===== src/hdl/sdi_fallback_pkg.sv =====
// constants and types shared by the fallback output controller
// Overview of operation
// - contact input counts as asserted only while its pin is low, level only
// - video input taken from coaxial or optical receiver per configuration bit
// - exactly one input active; never switch receivers automatically
// - follow mode: generator adopts and remembers input format and rate
// - fixed mode: generator format and rate never change with the input
// - on input loss output solid gray before the stored image
// - gray interval lasts a whole number of seconds, one to seven
// - gray interval disabled: stored image starts at once on loss
// - delay setting is 0 to 7 seconds, zero meaning no gray
// - overlay on: red box moves slowly over the stored image
// - overlay off: stored image output without the box
// - normal mode passes a valid selected input through unchanged
// - reference-only: input gives timing and format, never video content
// - optical output always enabled, same data as coaxial output
// - lock status output reflects lock of the selected receiver
// - active-high polarity: status high while locked, else low
// - active-low polarity: status low while locked, else high
// - contact input has no effect on video output
package sdi_fallback_pkg;
   // register byte offsets
   localparam logic [3:0] ctrl_offset    = 4'h0;
   localparam logic [3:0] status_offset  = 4'h4;
   localparam logic [3:0] irq_en_offset  = 4'h8;
   localparam logic [3:0] irq_clr_offset = 4'hC;
   // control field positions
   localparam int ctrl_input_bit   = 0;
   localparam int ctrl_follow_bit  = 1;
   localparam int ctrl_delay_lsb   = 2;
   localparam int ctrl_overlay_bit = 5;
   localparam int ctrl_reference_only_mode_bit = 6;
   localparam int ctrl_pol_bit     = 7;
   localparam int ctrl_fmt_lsb     = 8;
   localparam int ctrl_width       = 12;
   localparam logic [11:0] ctrl_reset = 12'h023;
   // interrupt event bits
   localparam int ev_loss  = 0;
   localparam int ev_lock  = 1;
   localparam int ev_image = 2;
   localparam int ev_width = 3;
   // timing
   localparam int clk_hz      = 20_000_000;
   localparam int second_s    = 1;
   localparam int second_cyc  = clk_hz * second_s;
   localparam int box_step_hz = 60;
   localparam int box_cyc     = clk_hz / box_step_hz;
   // output source
   typedef enum logic [1:0] {src_pass, src_gray, src_image} src_t;
   // fallback state
   typedef enum logic [1:0] {st_pass, st_gray, st_image} mode_t;
endpackage

===== src/hdl/sdi_fallback_output_control.sv =====
// fallback output control: input select, gray interval, stored image, status
`timescale 1ns/1ps
`default_nettype none
module sdi_fallback_output_control #(
   parameter int second_cycles = sdi_fallback_pkg::second_cyc,
   parameter int box_cycles    = sdi_fallback_pkg::box_cyc,
   parameter int fmt_width     = 4,
   parameter int box_width     = 8
) (
   // clock and reset
   input  wire logic                 clk_in,
   input  wire logic                 nrst_in,
   // avalon-mm slave
   input  wire logic [3:0]           avs_address_in,
   input  wire logic                 avs_read_in,
   input  wire logic                 avs_write_in,
   input  wire logic [31:0]          avs_writedata_in,
   output logic      [31:0]          avs_readdata_out,
   output logic                      avs_waitrequest_out,
   // receivers
   input  wire logic                 coax_lock_in,
   input  wire logic [fmt_width-1:0] coax_fmt_in,
   input  wire logic                 opt_lock_in,
   input  wire logic [fmt_width-1:0] opt_fmt_in,
   // contact input, pin level
   input  wire logic                 contact_input_in,
   // generator and output control
   output logic      [1:0]           out_source_out,
   output logic      [fmt_width-1:0] gen_fmt_out,
   output logic                      gen_ref_lock_out,
   output logic                      box_enable_out,
   output logic      [box_width-1:0] box_x_out,
   output logic      [box_width-1:0] box_y_out,
   output logic                      optical_tx_enable_out,
   output logic                      contact_active_out,
   output logic                      lock_status_output_out,
   output logic                      irq_out
);

   // refuse sizes that the status word or the box bounce cannot serve
   if (second_cycles < 1 || box_cycles < 1 || fmt_width < 1 || fmt_width > 4 ||
       box_width < 2) begin : g_bad_param
      $error("unsupported parameter values");
   end

   typedef struct packed {
      logic [11:0]          ctrl;
      logic [2:0]           irq_en;
      logic [2:0]           irq_stat;
      sdi_fallback_pkg::mode_t mode;
      logic [31:0]          sec_cnt;
      logic [2:0]           secs_left;
      logic                 lock_d;
      logic [fmt_width-1:0] fmt;
      logic [31:0]          box_cnt;
      logic [box_width-1:0] bx;
      logic [box_width-1:0] by;
      logic                 dx;
      logic                 dy;
      logic                 ack;
      logic [31:0]          rdata;
   } state_t;

   state_t st;
   state_t next_st;

   logic                 sel_opt;
   logic                 sel_lock;
   logic [fmt_width-1:0] sel_fmt;
   logic                 follow;
   logic                 reference_only_mode;
   logic [2:0]           delay;
   logic                 overlay;
   logic                 pol_low;
   logic                 loss_ev;
   logic                 lock_ev;
   logic [2:0]           events;
   logic [2:0]           clr;

   //////////////////////////////////////////////////////////////////////////
   // configuration decode and receiver select
   assign sel_opt  = st.ctrl[sdi_fallback_pkg::ctrl_input_bit];
   assign follow   = st.ctrl[sdi_fallback_pkg::ctrl_follow_bit];
   assign delay    = st.ctrl[sdi_fallback_pkg::ctrl_delay_lsb +: 3];
   assign overlay  = st.ctrl[sdi_fallback_pkg::ctrl_overlay_bit];
   assign reference_only_mode  = st.ctrl[sdi_fallback_pkg::ctrl_reference_only_mode_bit];
   assign pol_low  = st.ctrl[sdi_fallback_pkg::ctrl_pol_bit];
   // only the chosen receiver is looked at; no auto failover
   assign sel_lock = sel_opt ? opt_lock_in : coax_lock_in;
   assign sel_fmt  = sel_opt ? opt_fmt_in : coax_fmt_in;
   // loss is lock falling, relock is lock rising
   assign loss_ev  = st.lock_d & ~sel_lock;
   assign lock_ev  = ~st.lock_d & sel_lock;

   //////////////////////////////////////////////////////////////////////////
   // next-state logic
   always_comb begin
      next_st = st;
      events  = 3'h0;
      clr     = 3'h0;
      next_st.lock_d = sel_lock;
      next_st.ack    = 1'b0;
      // bus: one wait cycle, answer on the second cycle
      if ((avs_read_in || avs_write_in) && !st.ack) begin
         next_st.ack = 1'b1;
         if (avs_write_in) begin
            if (avs_address_in == sdi_fallback_pkg::ctrl_offset) begin
               next_st.ctrl = avs_writedata_in[11:0];
            end else if (avs_address_in == sdi_fallback_pkg::irq_en_offset) begin
               next_st.irq_en = avs_writedata_in[2:0];
            end else if (avs_address_in == sdi_fallback_pkg::irq_clr_offset) begin
               clr = avs_writedata_in[2:0];
            end
         end
         if (avs_address_in == sdi_fallback_pkg::ctrl_offset) begin
            next_st.rdata = {20'h0, st.ctrl};
         end else if (avs_address_in == sdi_fallback_pkg::status_offset) begin
            next_st.rdata = {20'h0, 4'(st.fmt), 2'(st.mode), 1'b0, sel_lock,
                             ~contact_input_in, st.irq_stat};
         end else if (avs_address_in == sdi_fallback_pkg::irq_en_offset) begin
            next_st.rdata = {29'h0, st.irq_en};
         end else begin
            next_st.rdata = 32'h0;
         end
      end
      // learn format while locked in follow mode only
      if (follow && sel_lock) begin
         next_st.fmt = sel_fmt;
      end
      // fallback sequence
      case (st.mode)
         sdi_fallback_pkg::st_pass: begin
            if (loss_ev || !sel_lock) begin
               events[sdi_fallback_pkg::ev_loss] = loss_ev;
               next_st.sec_cnt = 32'h0;
               if (delay == 3'h0) begin
                  next_st.mode = sdi_fallback_pkg::st_image;
                  events[sdi_fallback_pkg::ev_image] = 1'b1;
               end else begin
                  next_st.mode      = sdi_fallback_pkg::st_gray;
                  next_st.secs_left = delay;
               end
            end
         end
         sdi_fallback_pkg::st_gray: begin
            if (sel_lock) begin
               next_st.mode = sdi_fallback_pkg::st_pass;
            end else if (st.sec_cnt == 32'(second_cycles - 1)) begin
               next_st.sec_cnt = 32'h0;
               // whole seconds counted down
               if (st.secs_left == 3'h1) begin
                  next_st.mode = sdi_fallback_pkg::st_image;
                  events[sdi_fallback_pkg::ev_image] = 1'b1;
               end else begin
                  next_st.secs_left = st.secs_left - 3'h1;
               end
            end else begin
               next_st.sec_cnt = st.sec_cnt + 32'h1;
            end
         end
         sdi_fallback_pkg::st_image: begin
            if (sel_lock) begin
               next_st.mode = sdi_fallback_pkg::st_pass;
            end
         end
         default: begin
            next_st.mode = sdi_fallback_pkg::st_pass;
         end
      endcase
      events[sdi_fallback_pkg::ev_lock] = lock_ev;
      // box bounces a step per tick, slow enough to read as moving_box_overlay
      if (st.box_cnt == 32'(box_cycles - 1)) begin
         next_st.box_cnt = 32'h0;
         next_st.bx = st.dx ? st.bx - box_width'(1) : st.bx + box_width'(1);
         next_st.by = st.dy ? st.by - box_width'(1) : st.by + box_width'(1);
         if (!st.dx && st.bx == {{(box_width-1){1'b1}}, 1'b0}) next_st.dx = 1'b1;
         if (st.dx && st.bx == box_width'(1)) next_st.dx = 1'b0;
         if (!st.dy && st.by == {{(box_width-1){1'b1}}, 1'b0}) next_st.dy = 1'b1;
         if (st.dy && st.by == box_width'(1)) next_st.dy = 1'b0;
      end else begin
         next_st.box_cnt = st.box_cnt + 32'h1;
      end
      // set wins over clear
      next_st.irq_stat = (st.irq_stat & ~clr) | events;
   end

   //////////////////////////////////////////////////////////////////////////
   // state register
   always_ff @(posedge clk_in or negedge nrst_in) begin
      if (!nrst_in) begin
         st      <= '0;
         st.ctrl <= sdi_fallback_pkg::ctrl_reset;
      end else begin
         st <= next_st;
      end
   end

   //////////////////////////////////////////////////////////////////////////
   // outputs
   assign avs_waitrequest_out = (avs_read_in || avs_write_in) && !st.ack;
   assign avs_readdata_out    = st.rdata;
   always_comb begin
      // reference-only never shows input video
      if (st.mode == sdi_fallback_pkg::st_pass && !reference_only_mode) begin
         out_source_out = 2'(sdi_fallback_pkg::src_pass);
      end else if (st.mode == sdi_fallback_pkg::st_gray) begin
         out_source_out = 2'(sdi_fallback_pkg::src_gray);
      end else begin
         out_source_out = 2'(sdi_fallback_pkg::src_image);
      end
   end
   assign gen_fmt_out      = st.fmt;
   assign gen_ref_lock_out = reference_only_mode & sel_lock;
   // box only over stored image
   assign box_enable_out   = overlay && out_source_out == 2'(sdi_fallback_pkg::src_image);
   assign box_x_out        = st.bx;
   assign box_y_out        = st.by;
   assign optical_tx_enable_out = 1'b1;
   // level only, low is active; drives nothing in video
   assign contact_active_out = ~contact_input_in;
   // polarity select
   assign lock_status_output_out = sel_lock ^ pol_low;
   assign irq_out = |(st.irq_stat & st.irq_en);

   //////////////////////////////////////////////////////////////////////////
   // check helpers: mode flags and counter end points
   logic pass_now;
   logic gray_now;
   logic image_now;
   logic sec_end;
   logic box_end;
   assign pass_now  = st.mode == sdi_fallback_pkg::st_pass;
   assign gray_now  = st.mode == sdi_fallback_pkg::st_gray;
   assign image_now = st.mode == sdi_fallback_pkg::st_image;
   assign sec_end   = st.sec_cnt == 32'(second_cycles - 1);
   assign box_end   = st.box_cnt == 32'(box_cycles - 1);
endmodule
`default_nettype wire


===== config.mk =====
export PLATFORM = sky130hd
export DESIGN_NAME = sdi_fallback_output_control
export DESIGN_NICKNAME = d
export VERILOG_FILES = /design/src/hdl/sdi_fallback_pkg.sv /design/src/hdl/sdi_fallback_output_control.sv
export SDC_FILE = /design/constraint.sdc
export NUM_CORES = 1
export LEC_CHECK = 0
export BUFFER_PORTS_ARGS = -buffer_cell sky130_fd_sc_hd__buf_4
export CAP_MARGIN = 10
export CORE_AREA = 3 3 126 128
export DETAILED_ROUTE_END_ITERATION = 8
export DIE_AREA = 0 0 129 131
export GPL_TIMING_DRIVEN = 0
export PLACE_DENSITY = 0.68
export SETUP_SLACK_MARGIN = 0.3
export SYNTH_ARGS = -nofsm -noshare
export SYNTH_HDL_FRONTEND = slang
export SYNTH_SLANG_ARGS = --single-unit

===== constraint.sdc =====
create_clock -name clk_in -period 2.5 [get_ports clk_in]
set_clock_uncertainty 0.1 [all_clocks]
set_input_delay 0.125 -clock clk_in [delete_from_list [all_inputs] [get_ports clk_in]]
set_output_delay 0.125 -clock clk_in [all_outputs]
set_load 0.05 [all_outputs]

==> results.toml <==
[clocking]
cts-buffers-inserted = 17
cts_sinks = 123
tritoncts = "built"
clkSlewWorstSetupHoldPaths_ps = 60
cts_root_buffer = "clkbuf_16"
insertion_delay_ps = 410
cts_max_path_buffers = 2
htreeDepth = 4

[logic_synthesis]
yosysMostFrequentCell = "dfrtp_1"
synthCells = 693
synth_cell_types = 54
async_flop_share_pct = 100
synthTopCellsByCount = "dfrtp_1 (120), nand2_1 (65), nor2_1 (54), buf_4 (53), xor2_1 (32)"
synth_ff_type = "dfrtp_1"
synth_top_area_share_pct = 45.0
ys_top_cells_by_area = "dfrtp_1 (45%), buf_4 (6.0%), xor2_1 (4.2%)"
seq_area_frac_synth_pct = 46.2
synth_area_per_cell_um2 = 9.63
synth_edf_count = 0
ys_ff_latch = 123
mappedNetlistArea_mm2 = 0.00667
yosysWarnings = 0
yosysTopAreaCell = "dfrtp_1"

[final_layout]
regArea_mm2 = 0.00310
synthToLayoutAreaGrowth_pct = 32.9
stdcell_count = 1047
fillers = 1277
nNetsFinal = 910
diodes = 0
multi_input_area_mm2 = 0.00331
final_layout_size_suffix_gt1_share_pct = 30.5

[global_route]
grt.total_usage_pct = 18.7
grt-ovfl-total = 0
grt_first_pass_wirelength_um = 25600
grt_pass1_vias = 5447
grt_start_max_net_pins = 97
antenna_found_initial = 0

[sta]
period_needed_ps = 2210
finalSetupViolCount = 0
maxSlewHeadroom_pct = 50.7
tightest_slew_ps = 730
fmax_ghz = 0.453
drv_slew = 0
rsz0062_at_grt = "true"
final_hold_viol_count = 0
min_period_over_period_pct = 88.4
fin_ws_ps = 291

[routing]
drc = 0
routed_wl_um = 16200
first_iter_violations = 336
via_count = 5593
vias_per_cell = 5.34
firstDrtPassIters = 5
antenna_left = 0
post_drt_wl_per_cell_um = 15.5

[pwr]
power.leakage_nw = 4.09
power.density_mw_per_mm2 = 727
power_mw = 6.45
max-vdd-ir-drop_mv = 0.532

[run_status]
status = "complete, no violations"

[flow_run]
drv_cap = 0

[die]
initial_core_util_pct = 44.6
dieArea_mm2 = 0.0169
rows = 45
ioPinCount = 112
core_area_mm2 = 0.0150
die_h_um = 131
dieWidth_um = 129

[placed_design]
dpl.hpwl_um = 10800
place.port_buffers = 70
pre_cts_ws_ps = -184
gp_congestion = 0.884
place_inst = 971

[setup_path]
cp-startpoint = "st[64]"
crit_type = "reg -> reg"
crit_required_ps = 2730
crit_fanout = 8
worst_setup_path_end_kind = "flip-flop"
cp-start-kind = "flip-flop"
r2r_cells = 6
r2r-start = "st[64]"
cp.arrival_ps = 2440

[worst_hold_path]
worstHoldPathType = "in -> async"
==> report_power, final <==
group | leakage (nW) | switching, mW | total [mW] | internal [mW]
sequential | 1.62 | 0.160 | 2.34 | 2.18
clock | 0.301 | 0.836 | 2.53 | 1.70
combinational | 2.17 | 0.954 | 1.57 | 0.617
total | 4.09 | 1.95 | 6.45 | 4.49
==> worst max-delay path, stage by stage, from the launching register on <==
cell,delay (ps)
dfrtp_1,420
nor4bb_2,320
nand4_1,180
or4_1,520
buf_6,160
nor3_1,240
xor2_1,190
==> registers in the layout, summed over array words and instances, names as in the netlist <==
| name | cells |
|---|---|
| delay | 3 |
| gen_fmt_out | 4 |
| box_y_out | 8 |
| reference_only_mode | 1 |
| pol_low | 1 |
| sel_opt | 1 |
| box_x_out | 8 |
| follow | 1 |
| st | 83 |
| avs_readdata_out | 12 |
| overlay | 1 |
==> metal layers <==
layer / up-vias / part of all wire [%] / global-route usage [%]
li1: 2698 / - / -
met1: 2721 / 44 / 23.9
met2: 147 / 51 / 31.3
met3: 27 / 3.6 / 3.98
met4: 0 / 1.8 / 6.98
met5: - / 0 / 0
==> cell usage in the layout (no fill, tap or decap), types with 11 or more instances in the layout <==
master	instances
mux2_2	15
nor2_1	49
a21oi_1	19
buf_4	145
inv_1	19
dfrtp_1	109
clkbuf_16	17
dfrtp_2	11
conb_1	21
nand3_1	25
or3_1	11
dlygate4sd3_1	22
xor2_1	31
clkbuf_1	13
a31oi_1	18
nor3_1	15
xnor2_1	26
nand4_1	26
nand2_1	64
o21ai_0	27
ha_1	12
==> final timing paths <==
check / to / slack, ps
min in group clk_in: avs_readdata_out[0] / 90
worst min-delay path: avs_readdata_out[5] / 60
worst max-delay path: box_y_out[4] / 290
worst min register to register: st[126] / 370
worst max register to register: box_y_out[4] / 290
max in group asynchronous: st[105] / 1440
==> cells by family after synthesis <==
group	count (synthesis)	share of synthesized area, %
and+or+nand+nor	266	20.9
DFF	123	46.2
AOI/OAI and AO/OA	106	10.2
buffers and inverters	102	8.89
xor gates and xnor gates	58	7.61
muxes	23	3.73
adders and majority gates	13	2.44
other	2	0.113
==> per-stage QoR <==
| step | cell area [µm²] | hold WS, ps | utilization (%) | setup TNS [ps] |
|---|---|---|---|---|
| after detailed placement | 7540 | -87.2 | 50.4 | -2400 |
| after floorplan | 6750 | -271 | - | 0 |
| after CTS | 8610 | 44.8 | 57.5 | 0 |
| after global routing | 8870 | 82.4 | 59.2 | 0 |
| after global placement | 7510 | 258 | 50.2 | -1930 |
| final | 8870 | 64.4 | 59.2 | 0 |
==> area by class of cell <==
class | instances | area share, %
multi-input cells | 487 | 37.3
repair buffers | 115 | 10.7
well taps | 188 | 2.65
inverters | 22 | 0.931
clock buffers | 26 | 5.74
flip-flops and latches | 123 | 34.9
plain buffers | 80 | 6.56
clock inverters | 6 | 1.21
==> repair_timing <==
action	4_1_cts	5_1_grt
gates resized for setup	39	55
setup endpoints to repair	71	63
buffers inserted	12	10
hold buffers	22	0
hold endpoints to repair	144	0
pin swaps	7	19
(Power assumes the default switching activity.)
